`config.mk`:
```
export PLATFORM = sky130hd
export DESIGN_NAME = lighting_master_process_image
export DESIGN_NICKNAME = d
export VERILOG_FILES = /design/src/rtl/lighting_pkg.sv /design/src/rtl/lighting_master_process_image.sv /design/src/rtl/process_image_map.sv
export VERILOG_INCLUDE_DIRS = /design/src /design/src/rtl
export SDC_FILE = /design/constraint.sdc
export NUM_CORES = 1
export LEC_CHECK = 0
export ABC_AREA = 1
export CORE_MARGIN = 2
export CORE_UTILIZATION = 42
export CTS_BUF_LIST = sky130_fd_sc_hd__clkbuf_4 sky130_fd_sc_hd__clkbuf_8 sky130_fd_sc_hd__clkbuf_16
export DETAILED_ROUTE_END_ITERATION = 10
export DONT_BUFFER_PORTS = 1
export HOLD_SLACK_MARGIN = 0.1
export PLACE_DENSITY_LB_ADDON = 0.08
export SETUP_SLACK_MARGIN = 0.2
export SYNTH_ARGS = -nofsm -noshare
export SYNTH_HDL_FRONTEND = slang
export SYNTH_SLANG_ARGS = --single-unit
```
`constraint.sdc`:
```
create_clock -name clk -period 9.85 [get_ports clk]
set_clock_uncertainty 0.2 [all_clocks]
set_input_delay 1.97 -clock clk [delete_from_list [all_inputs] [get_ports clk]]
set_output_delay 1.97 -clock clk [all_outputs]
set_load 0.03 [all_outputs]
```
`src/rtl/lighting_params.svh`:
```
// Purpose: constants for the lighting-bus master process image
// Assumes: included by bare name from every design file that needs it
// Notes: offsets are byte offsets inside the four-byte image
`ifndef LIGHTING_PARAMS_SVH
`define LIGHTING_PARAMS_SVH

// ==========================================================
// image layout
`define IMAGE_BYTES 3
`define CTRL_OFFSET 0
`define DATA_OFFSET_PACKED 1
`define DATA_OFFSET_ALIGNED 2

// ==========================================================
// control byte fields
`define CB_TOGGLE 0
`define CB_REPEAT 1
`define CB_REGMODE 7

// ==========================================================
// status byte fields
`define SB_TOGGLE 0
`define SB_FWD_COLL 1
`define SB_BWD_COLL 2
`define SB_ERROR 6
`define SB_REGMODE 7
`define STATUS_RESET 8'h00

// ==========================================================
// command and reply word fields
`define CMD_GROUP 15
`define CMD_ADDR_HI 14
`define CMD_ADDR_LO 9
`define CMD_SEL 8
`define RSP_OK 8
`define EXT_FIRST 8'he0
`define REPLY_RESET 16'h0000

// ==========================================================
// timing
`define CLK_PERIOD_NS 40
`define SPACING_MS 25
`define CYCLE_MAX_US 43340
`define ELAPSED_WIDTH 21

`endif

```
`src/rtl/lighting_pkg.sv`:
```
// Purpose: types shared by the process image block and its line transmitter
// Assumes: constants come from lighting_params.svh
// Notes: nothing here is synthesised on its own
package lighting_pkg;

    // ==========================================================
    // telegram cycle phase
    typedef enum logic [1:0] {
        IDLE = 2'b00,  // waiting for a control toggle flip
        SEND = 2'b01,  // transmitter busy with the telegram
        HOLD = 2'b10   // telegram done, padding to the least cycle time
    } phase_t;

    // request handed to the line transmitter
    typedef struct packed {
        logic [15:0] frame;   // command word as sampled at the flip
        logic dimMode;        // broadcast dimming instead of addressed mode
        logic repeatTwice;    // send an extension command a second time
    } tx_request_t;

    // result returned by the line transmitter
    typedef struct packed {
        logic done;           // one-cycle pulse: telegram finished
        logic replyValid;     // a device answered in the backward frame
        logic [7:0] reply;    // backward frame contents
        logic fwdCollision;   // collision while sending, level
        logic bwdCollision;   // collision while receiving, level
    } tx_result_t;

    // complete state of the process image block
    typedef struct packed {
        phase_t phase;
        logic primed;                // first toggle sample taken after reset
        logic lastToggle;            // control toggle as last seen
        logic pending;               // a flip waits for the running cycle
        logic [15:0] pendingCmd;
        logic pendingRepeat;
        logic pendingDim;
        tx_request_t active;         // request being served
        logic txStart;               // one-cycle launch pulse
        logic [20:0] elapsed;        // cycles since launch
        logic fwdSeen;
        logic bwdSeen;
        logic replySeen;
        logic [7:0] replyData;
        logic ackToggle;
        logic fwdFlag;
        logic bwdFlag;
        logic regEcho;
        logic [15:0] reply;
        logic [2:0] errSync;
        logic errLevel;
    } state_t;

endpackage : lighting_pkg

```
`src/rtl/lighting_master_process_image.sv`:
```
// Purpose: process image and telegram cycle control of a lighting-bus master
// Assumes: image bytes and transmitter run on clk; supply fault is a raw pin
// Notes: line coding lives in the transmitter behind txRequest/txResult
//   one flip queues behind a running cycle
//   register mode is echoed, never served
//
// Function
// - four bytes each of input and output image
// - bytes at offset 0, words at 1 or 2
// - command bit 15 picks short or group address
// - command bits 14..9 carry the target address
// - command bit 8 picks level or command code
// - reply bit 8 set only for valid answer
// - dimming mode sends bits 7..0 to all
// - dimming mode reply word carries nothing
// - control bit 7 low means process-data mode
// - control bit 1 repeats extension commands 224-255
// - each toggle change outside register mode sends one telegram; a later queued flip replaces an earlier one
// - telegrams start at least 25 ms apart
// - telegram cycle lasts 25 to 43.34 ms
// - status toggle flips when cycle completes
// - status bit 0 change acknowledges sent telegram
// - collision flags clear at next status flip
`timescale 1ns/10ps
`include "lighting_params.svh"

module lighting_master_process_image #(
    // least cycle time, rounded up to whole clocks
    parameter int MIN_CYCLE_CLKS =
        (`SPACING_MS * 1000000 + `CLK_PERIOD_NS - 1) / `CLK_PERIOD_NS,
    // longest cycle time, rounded down to whole clocks
    parameter int MAX_CYCLE_CLKS = (`CYCLE_MAX_US * 1000) / `CLK_PERIOD_NS
) (
    // clock and reset
    input wire logic clk,
    input wire logic rst,
    // process image toward the fieldbus coupler
    input wire logic alignWords,
    input wire logic [3:0][7:0] outImage,
    output logic [3:0][7:0] inImage,
    // operating mode and supply monitor
    input wire logic dimMode,
    input wire logic supplyFault,
    // line transmitter
    output lighting_pkg::tx_request_t txRequest,
    output logic txStart,
    input wire lighting_pkg::tx_result_t txResult
);

    // ==========================================================
    // declarations
    lighting_pkg::state_t state;       // registered state
    lighting_pkg::state_t next_state;  // next value of state
    logic [7:0] controlByte;           // decoded control byte
    logic [15:0] commandWord;          // decoded command word
    logic [7:0] statusByte;            // status byte as presented
    logic toggleFlip;                  // controller changed its toggle
    logic launchNow;                   // a new cycle starts this clock
    logic finishNow;                   // the running cycle completes
    logic [`ELAPSED_WIDTH-1:0] minLast; // last clock before least time
    logic [`ELAPSED_WIDTH-1:0] maxLast; // last clock before timeout

    assign minLast = `ELAPSED_WIDTH'(MIN_CYCLE_CLKS - 1);
    assign maxLast = `ELAPSED_WIDTH'(MAX_CYCLE_CLKS - 1);

    // true for a command code that the repeat option covers
    // shared by the launch logic and the repeat property
    function automatic logic isExtension(input logic [15:0] cmd, input logic dim);
        isExtension = !dim && cmd[`CMD_SEL] && (cmd[7:0] >= `EXT_FIRST);
    endfunction : isExtension

    // ==========================================================
    // image mapping
    // layout moves only the word; byte 0 is fixed
    process_image_map imageMap (
        .alignWords(alignWords),
        .outImage(outImage),
        .statusByte(statusByte),
        .replyWord(state.reply),
        .controlByte(controlByte),
        .commandWord(commandWord),
        .inImage(inImage)
    );

    // ==========================================================
    // outputs straight from state flops
    // address, group and select bits pass untouched to the transmitter
    assign txRequest = state.active;
    assign txStart = state.txStart;
    // bits 5..3 are reserved and read zero
    assign statusByte = {state.regEcho, state.errLevel, 3'h0, state.bwdFlag,
                         state.fwdFlag, state.ackToggle};

    // ==========================================================
    // edge and cycle decisions
    // a queued flip launches at the finish edge
    // a flip while register mode is on is consumed, not queued
    assign toggleFlip = state.primed && (controlByte[`CB_TOGGLE] != state.lastToggle)
                        && !controlByte[`CB_REGMODE];
    assign finishNow = ((state.phase == lighting_pkg::HOLD) && (state.elapsed >= minLast))
                    || ((state.phase == lighting_pkg::SEND) && (state.elapsed >= maxLast));
    assign launchNow = (state.phase == lighting_pkg::IDLE && (toggleFlip || state.pending))
                    || (finishNow && state.pending);

    // ==========================================================
    // next state
    always_comb begin
        next_state = state;
        // launch pulse lasts one clock
        next_state.txStart = 1'b0;
        // first clock after reset only takes the reference
        next_state.primed = 1'b1;
        next_state.lastToggle = controlByte[`CB_TOGGLE];
        // echoed one clock late
        next_state.regEcho = controlByte[`CB_REGMODE];
        // supply fault: change taken once the last two stages agree
        next_state.errSync = {state.errSync[1:0], supplyFault};
        // stage one may be settling; only stage two reads it
        if (state.errSync[1] == state.errSync[2]) begin
            next_state.errLevel = state.errSync[2];
        end
        // flip captured now; one cycle may queue behind the running one
        if (toggleFlip) begin
            next_state.pending = 1'b1;
            next_state.pendingCmd = commandWord;
            next_state.pendingRepeat = controlByte[`CB_REPEAT];
            next_state.pendingDim = dimMode;
        end
        // elapsed time of the running cycle, saturating
        // saturating keeps a stuck transmitter from wrapping
        if (state.phase != lighting_pkg::IDLE && state.elapsed != '1) begin
            next_state.elapsed = state.elapsed + `ELAPSED_WIDTH'(1);
        end
        // collisions only matter in addressed mode
        if (state.phase != lighting_pkg::IDLE && !state.active.dimMode) begin
            next_state.fwdSeen = state.fwdSeen | txResult.fwdCollision;
            next_state.bwdSeen = state.bwdSeen | txResult.bwdCollision;
        end
        unique case (state.phase)
            lighting_pkg::IDLE: begin
                // launch handled below
            end
            lighting_pkg::SEND: begin
                if (txResult.done) begin
                    // pad out to the least cycle time
                    next_state.phase = lighting_pkg::HOLD;
                    next_state.replySeen = txResult.replyValid;
                    next_state.replyData = txResult.reply;
                end
            end
            lighting_pkg::HOLD: begin
                // wait out the least cycle time
            end
        endcase
        if (finishNow) begin
            // acknowledge: flip toggle, publish flags and reply
            next_state.phase = lighting_pkg::IDLE;
            next_state.ackToggle = !state.ackToggle;
            // flags reflect only this cycle, so old ones clear here
            next_state.fwdFlag = state.fwdSeen | (!state.active.dimMode & txResult.fwdCollision);
            next_state.bwdFlag = state.bwdSeen | (!state.active.dimMode & txResult.bwdCollision);
            // timeout or dimming cycles report no answer
            if (state.active.dimMode) begin
                next_state.reply = `REPLY_RESET;
            end else if (state.replySeen && state.phase == lighting_pkg::HOLD) begin
                next_state.reply = {7'h00, 1'b1, state.replyData};
            end else begin
                next_state.reply = `REPLY_RESET;
            end
        end
        if (launchNow) begin
            // a queued flip keeps its own command; a fresh one uses the word now
            next_state.phase = lighting_pkg::SEND;
            next_state.txStart = 1'b1;
            // cycle bookkeeping restarts here
            next_state.elapsed = '0;
            next_state.fwdSeen = 1'b0;
            next_state.bwdSeen = 1'b0;
            next_state.replySeen = 1'b0;
            next_state.pending = toggleFlip && state.pending && !finishNow &&
                                 state.phase != lighting_pkg::IDLE;
            if (state.pending) begin
                // queued values were frozen at their own flip
                next_state.active.frame = state.pendingCmd;
                next_state.active.dimMode = state.pendingDim;
                next_state.active.repeatTwice = state.pendingRepeat &&
                    isExtension(state.pendingCmd, state.pendingDim);
            end else begin
                next_state.active.frame = commandWord;
                next_state.active.dimMode = dimMode;
                next_state.active.repeatTwice = controlByte[`CB_REPEAT] &&
                    isExtension(commandWord, dimMode);
            end
            if (toggleFlip && state.pending) begin
                // the fresh flip queues behind the one launched now
                next_state.pending = 1'b1;
                next_state.pendingCmd = commandWord;
                next_state.pendingRepeat = controlByte[`CB_REPEAT];
                next_state.pendingDim = dimMode;
            end
        end
    end

    // ==========================================================
    // state register
    always_ff @(posedge clk or posedge rst) begin
        if (rst) begin
            state <= '0;
            // named for clarity; both are zero
            state.phase <= lighting_pkg::IDLE;
            state.reply <= `REPLY_RESET;
        end else begin
            state <= next_state;
        end
    end

    // ==========================================================
    // checks
    // helpers for the spacing property only
    logic [`ELAPSED_WIDTH-1:0] gapCount; // clocks since the last launch
    logic started;                       // at least one launch seen
    always_ff @(posedge clk or posedge rst) begin
        if (rst) begin
            gapCount <= '0;
            started <= 1'b0;
        end else if (txStart) begin
            gapCount <= `ELAPSED_WIDTH'(1);
            started <= 1'b1;
        end else if (gapCount != '1) begin
            gapCount <= gapCount + `ELAPSED_WIDTH'(1);
        end
    end
endmodule : lighting_master_process_image

```
`src/rtl/process_image_map.sv`:
```
// Purpose: place control, status and data words into the byte image
// Assumes: the word sits low byte first at its offset
// Notes: pure wiring, no state
`timescale 1ns/10ps
`include "lighting_params.svh"

module process_image_map (
    // layout choice
    input wire logic alignWords,
    // output image written by the controller
    input wire logic [3:0][7:0] outImage,
    // block side values
    input wire logic [7:0] statusByte,
    input wire logic [15:0] replyWord,
    // decoded controller values
    output logic [7:0] controlByte,
    output logic [15:0] commandWord,
    // input image read by the controller
    output logic [3:0][7:0] inImage
);

    // ==========================================================
    // decode and encode
    // the unused byte reads zero so a packed image never shows stale data
    always_comb begin
        controlByte = outImage[`CTRL_OFFSET];
        inImage = '0;
        inImage[`CTRL_OFFSET] = statusByte;
        if (alignWords) begin
            commandWord = {outImage[`DATA_OFFSET_ALIGNED + 1], outImage[`DATA_OFFSET_ALIGNED]};
            inImage[`DATA_OFFSET_ALIGNED] = replyWord[7:0];
            inImage[`DATA_OFFSET_ALIGNED + 1] = replyWord[15:8];
        end else begin
            commandWord = {outImage[`DATA_OFFSET_PACKED + 1], outImage[`DATA_OFFSET_PACKED]};
            inImage[`DATA_OFFSET_PACKED] = replyWord[7:0];
            inImage[`DATA_OFFSET_PACKED + 1] = replyWord[15:8];
        end
    end

endmodule : process_image_map

```
==> results of run 1 <==
## routing by layer
layer | vias to the layer above | part of all wire (%) | track usage [%]
li1 | 1968 | - | -
met1 | 1783 | 47 | 23.5
met2 | 105 | 45 | 28.2
met3 | 13 | 6.4 | 5.69
met4 | 0 | 1.5 | 5.12
met5 | - | 0 | 0
## kinds of logic after synthesis
family                   after synthesis  share of synthesized area (%)
XOR/XNOR                              11                           1.91
buffers and inverters                146                           14.6
other                                  2                          0.149
flip-flops                            91                           45.3
AND/OR/NAND/NOR                      333                           27.7
AO/OA/AOI/OAI                         77                           7.91
multiplexers                           9                           1.99
adder cells (fa/ha/maj)                2                          0.448
## layout make-up
class | instances | area, µm² | area share [%]
clock buffer | 9 | 225 | 4.34
clock inverter | 7 | 123 | 2.36
inverter | 87 | 329 | 6.34
multi-input combinational | 443 | 2050 | 39.5
sequential | 91 | 2280 | 43.9
tap | 143 | 179 | 3.45
timing repair buffer | 1 | 7.51 | 0.145
## cell usage after synthesis
| cell | n |
|---|---|
| nor4_1 | 1 |
| nand2_1 | 177 |
| o21ai_1 | 10 |
| and3_1 | 2 |
| buf_4 | 35 |
| inv_1 | 85 |
| nand2_2 | 3 |
| buf_6 | 3 |
| o21ai_0 | 54 |
| xnor2_1 | 2 |
| a31oi_1 | 2 |
| a41oi_1 | 1 |
| clkbuf_1 | 11 |
| nand2_8 | 1 |
| o41ai_1 | 1 |
| buf_2 | 6 |
| conb_1 | 2 |
| maj3_1 | 1 |
| xor2_1 | 9 |
| nand4_1 | 6 |
| dfrtp_1 | 91 |
| mux2i_1 | 1 |
| nor2_2 | 1 |
| nor3_2 | 1 |
| clkinv_1 | 1 |
| buf_8 | 1 |
| ha_1 | 1 |
| a21oi_1 | 8 |
| nand2_4 | 2 |
| buf_12 | 1 |
| nor3_1 | 7 |
| inv_2 | 1 |
| buf_1 | 2 |
| nor2_1 | 80 |
| mux2_2 | 8 |
| o21a_1 | 1 |
| nand3_1 | 52 |
## power groups by stage
stage                     Clock, mW  Combinational (mW)  Sequential (mW)
after CTS                     0.416              0.0511            0.400
after floorplan                   0              0.0476            0.404
after detailed placement          0              0.0504            0.407
after global routing          0.429              0.0597            0.401
final                         0.404              0.0498            0.400
after global placement            0              0.0492            0.406
## worst reg2reg max path: cells and delay by family, from the launching register on
family / cells / cell delay (ps)
AND/OR/NAND/NOR: 5 / 1440
buffers and inverters: 1 / 630
flip-flops: 1 / 540
## worst min-delay path by stage
stage                     cells past startpoint  slack [ps]                    start                       to
after floorplan                               0         130  next_state[2]$_DFF_PP0_  next_state[3]$_DFF_PP0_
after global placement                        0         130  next_state[2]$_DFF_PP0_  next_state[3]$_DFF_PP0_
after detailed placement                      0         140  next_state[2]$_DFF_PP0_  next_state[3]$_DFF_PP0_
after CTS                                     0         150  next_state[2]$_DFF_PP0_  next_state[3]$_DFF_PP0_
after global routing                          0         160  next_state[2]$_DFF_PP0_  next_state[3]$_DFF_PP0_
final                                         0         150  next_state[2]$_DFF_PP0_  next_state[3]$_DFF_PP0_
## registers in the layout, summed over array words and instances (netlist names)
signal      count
next_state      2
state          70
txStart         1
txRequest      18
==> flow_metrics.py, run 1 <==
metrics = {
    "synthesis": {
        "syn_area_per_cell_um2": 7.50,
        "yosys_warnings": 0,
        "synth.yosys.seq_area_share_pct": 45.3,
        "synth_area_leaders": "dfrtp_1 (45%), nand2_1 (13%), inv_1 (6.3%)",
        "syn-cell-area_um2": 5030,
        "yosysTopAreaCellShare_pct": 45.3,
        "synth_cell_types": 37,
        "ys_ff_latch": 91,
        "syn_inst": 671,
        "yosysTopAreaCell": "dfrtp_1",
    },
    "power": {
        "intPower_uw": 655,
        "seq_power_share_pct": 46.8,
        "p_leak_nw": 2.52,
        "vdd.ir_drop.worst_mv": 0.132,
        "clkPwrFrac_pct": 47.3,
        "power_switching_uw": 198,
        "switching_share_pct": 23.2,
        "powerDensity_nw_per_um2": 164,
        "power.total_uw": 853,
        "p_comb_share_pct": 5.8,
    },
    "placement": {
        "place_area_um2": 4840,
        "hpwl_um": 7550,
        "dp.cells": 765,
        "post-place-ws_ps": 4990,
        "portBuffers": 0,
        "place_congestion": 0.889,
    },
    "final_layout": {
        "final_cell_area_um2": 5190,
        "nFillCells": 1169,
        "final_common_cell": "nand2_1",
        "most-common-layout-cells": "nand2_1 (177), dfrtp_1 (91), inv_1 (84), nor2_1 (80), o21ai_0 (54)",
        "diodes": 0,
        "drive_gt1_share_pct": 5.49,
        "post-route-util_pct": 44.9,
        "syn2layout_area_growth_pct": 3.18,
        "stdcell_count": 781,
        "nNetsFinal": 683,
    },
    "cts": {
        "cts_tree": "built",
        "post_cts_buffers": 0,
        "htree_levels": 3,
        "cts_root_buffer": "clkbuf_16",
        "cts_buffers": 9,
        "ctsHoldBuffers": 0,
        "cts.path.max_buffers": 2,
        "clkSinkCount": 91,
        "ctsResizeCount": 0,
        "clkTransAtPathRegs_ps": 70,
        "clk_latency_ps": 350,
    },
    "timing": {
        "setup_viol": 0,
        "tightest_slew_ps": 913,
        "final.setup.tns_ps": 0,
        "maxSlewHeadroom_pct": 38.5,
        "fmaxAchievable_mhz": 206,
        "rsz0062_at_grt": "no",
        "fin_crit_sh_pct": 49.3,
        "timing_hold_violations_final": 0,
        "whs_ps": 146,
        "slew_violations": 0,
        "fin_crit_ps": 4850,
        "timing.final.ws_setup_ps": 5000,
    },
    "critical_path": {
        "critical_path.cell_chain": "o21ai_0",
        "crit_fanout": 50,
        "critPathRequiredTime_ps": 7680,
        "r2r_slack_ps": 6930,
        "endpoint": "inImage[16]",
        "slowest_delay_ps": 710,
        "arrival_ps": 2680,
        "criticalPathCategory": "input port to primary output",
        "rr_worst_depth": 6,
        "path_buf_inv": 0,
        "r2r-end": "txRequest[6]$_DFFE_PP0P_",
        "worst-path-stages": 1,
        "start_kind": "input port",
        "cp_top_family": "compound AO/OA/AOI/OAI gates",
        "startpoint": "alignWords",
        "slowest_stage": "o21ai_0",
        "critPathCaptureType": "primary output",
        "reg2reg_from": "state[93]$_DFFE_PP0P_",
    },
    "drt": {
        "routedWlPerCell_um": 13.8,
        "drc": 0,
        "vias": 3869,
        "via_per_inst": 4.95,
        "finalWirelength_um": 10800,
        "first_pass_iters": 4,
        "drt_iter0_markers": 206,
        "antenna_left": 0,
    },
    "floorplan": {
        "core.rowCount": 39,
        "io_pins": 100,
        "die_y_um": 113,
        "coreArea_um2": 11600,
        "die_area_um2": 12900,
        "start_util_pct": 43.5,
        "die_w_um": 113,
    },
    "run_status": {
        "status": "finished, final reports clean",
    },
    "global_route": {
        "grt_max_degree": 51,
        "grt_pass1_wl_um": 18200,
        "grt_pass1_vias": 3633,
        "grtUsageTotal_pct": 17.8,
        "grt_remaining_overflow": 0,
        "antenna_found_initial": 0,
    },
    "worst_hold_path": {
        "hold_path_class": "register to register",
    },
    "job": {
        "maxCapViolCount": 0,
    },
}
No activity file was read; power rests on OpenSTA's default activity.
==> run 2, diff against run 1 <==
Clock period 9.85 ns to 4.51 ns, I/O delays scaled along.
==> run 2 against run 1 <==
- clock power is 96% higher
- final cell count stayed put
- sequential share of layout area is 0.33 points higher
- count of clock-buffer cells in the layout is 3 higher
- design area is 0.75% lower
==> flow_metrics.py, run 2 (same netlist as run 1, synthesis figures left out) <==
metrics = {
    "global_route": {
        "grtUsageTotal_pct": 18.0,
        "grt_max_degree": 68,
        "grt_pass1_vias": 3519,
        "antenna_found_initial": 0,
        "grt_pass1_wl_um": 18300,
        "grt_remaining_overflow": 0,
    },
    "critical_path": {
        "cp_top_family": "simple AND/OR/NAND/NOR gates",
        "crit_fanout": 41,
        "reg2reg_from": "state[93]$_DFFE_PP0P_",
        "path_buf_inv": 1,
        "slowest_stage": "nand2_1",
        "r2r_slack_ps": 1560,
        "criticalPathCategory": "register to register",
        "critPathRequiredTime_ps": 4540,
        "crit_top_cell": "nand2_1",
        "critPathCaptureType": "register",
        "r2r-end": "txRequest[10]$_DFFE_PP0P_",
        "arrival_ps": 2970,
        "critical_path.cell_chain": "inv_1 > nand2_1 > nand2_1 > nand2_8 > nand2_1 > nand2_1",
        "start_kind": "register",
        "rr_worst_depth": 6,
        "slowest_delay_ps": 720,
    },
    "run_status": {
        "status": "finished, final reports clean",
    },
    "final_layout": {
        "most-common-layout-cells": "nand2_1 (177), dfrtp_1 (91), inv_1 (84), nor2_1 (80), o21ai_0 (54)",
        "largest_register_ffs": 70,
        "nNetsFinal": 683,
        "syn2layout_area_growth_pct": 2.41,
        "drive_gt1_share_pct": 5.49,
        "final_common_cell": "nand2_1",
        "top_register": "state",
        "final_cell_area_um2": 5150,
        "diodes": 0,
    },
    "cts": {
        "cts_tree": "built",
        "clk_latency_ps": 350,
        "post_cts_buffers": 0,
        "htree_levels": 3,
        "clkSinkCount": 91,
        "cts_buffers": 9,
        "ctsHoldBuffers": 0,
        "cts_root_buffer": "clkbuf_16",
        "cts.path.max_buffers": 2,
        "ctsResizeCount": 0,
        "clkTransAtPathRegs_ps": 70,
    },
    "drt": {
        "via_per_inst": 4.96,
        "finalWirelength_um": 10900,
        "antenna_left": 0,
        "routedWlPerCell_um": 14.0,
        "drc": 0,
        "vias": 3873,
        "drt_iter0_markers": 235,
        "first_pass_iters": 4,
    },
    "timing": {
        "fin_crit_sh_pct": 65.3,
        "maxSlewHeadroom_pct": 38.2,
        "slew_violations": 0,
        "fmaxAchievable_mhz": 339,
        "setup_viol": 0,
        "rsz0062_at_grt": "no",
        "timing_hold_violations_final": 0,
        "fin_crit_ps": 2950,
        "final.setup.tns_ps": 0,
        "tightest_slew_ps": 917,
    },
    "worst_hold_path": {
        "hold_path_class": "register to register",
        "hold_path_startpoint": "next_state[2]$_DFF_PP0_",
        "whs_path_depth": 0,
        "hold_end": "next_state[3]$_DFF_PP0_",
    },
    "placement": {
        "portBuffers": 0,
        "place_congestion": 0.910,
        "hpwl_um": 7640,
        "place_area_um2": 4840,
    },
    "floorplan": {
        "io_pins": 100,
        "start_util_pct": 43.5,
        "die_area_um2": 12900,
        "die_y_um": 113,
        "core.rowCount": 39,
        "die_w_um": 113,
        "coreArea_um2": 11600,
    },
    "power": {
        "vdd.ir_drop.worst_mv": 0.224,
        "power_switching_uw": 421,
        "powerDensity_nw_per_um2": 344,
        "switching_share_pct": 23.8,
        "seq_power_share_pct": 49.2,
        "clkPwrFrac_pct": 44.6,
        "p_leak_nw": 2.51,
        "p_comb_share_pct": 6.1,
        "intPower_mw": 1.35,
    },
    "job": {
        "maxCapViolCount": 0,
    },
}
## run 2: worst max-delay path by stage
stage	start	endpoint	slack, ps	depth (start not counted)
after CTS	state[93]$_DFFE_PP0P_	txRequest[14]$_DFFE_PP0P_	1520	6
after floorplan	rst	next_state[2]$_DFF_PP0_	1040	1
after global routing	state[93]$_DFFE_PP0P_	txRequest[10]$_DFFE_PP0P_	1240	6
after global placement	outImage[0]	txRequest[17]$_DFFE_PP0P_	1490	7
final	state[93]$_DFFE_PP0P_	txRequest[10]$_DFFE_PP0P_	1560	6
after detailed placement	outImage[0]	txRequest[14]$_DFFE_PP0P_	1450	7
## run 2: power by group through the flow
stage	logic [mW]	registers, mW	clock network, mW
floorplan	0.104	0.882	0
global placement	0.108	0.887	0
detailed placement	0.110	0.888	0
CTS	0.111	0.873	0.806
global route	0.131	0.877	0.842
finish	0.109	0.873	0.791
## run 2: final cells by class
class                      instances  area, µm²
clock buffer                      12        260
clock inverter                     4       48.8
fill                            1186       6410
inverter                          87        329
multi-input combinational        443       2050
sequential                        91       2280
tap                              143        179
timing repair buffer               1       7.51
## run 2: per-layer routing
layer | vias up | routed length [µm] | global-route usage [%]
met5 | - | 0 | 0
met4 | 0 | 161 | 5.28
met3 | 15 | 664 | 5.47
met2 | 106 | 4930 | 27.3
met1 | 1776 | 5180 | 24.9
li1 | 1976 | - | -
## run 2: stage by stage
step           power (mW)  setup WS (ps)  hold slack (ps)  instances  util (%)
3_3_place_gp        0.996           1490              133        765      41.9
6_report             1.77           1560              170        781      44.6
3_5_place_dp        0.999           1450              166        765      41.9
5_1_grt              1.85           1240              180        781      44.6
2_1_floorplan       0.986           1040              131        680         -
4_1_cts              1.79           1520              180        781      44.6
## run 2: worst reg2reg max path: cells and delay by family (launching register included)
| kind | cells | cell delay (ps) |
|---|---|---|
| buf+inv | 1 | 650 |
| simple gates | 5 | 1450 |
| flops | 1 | 520 |
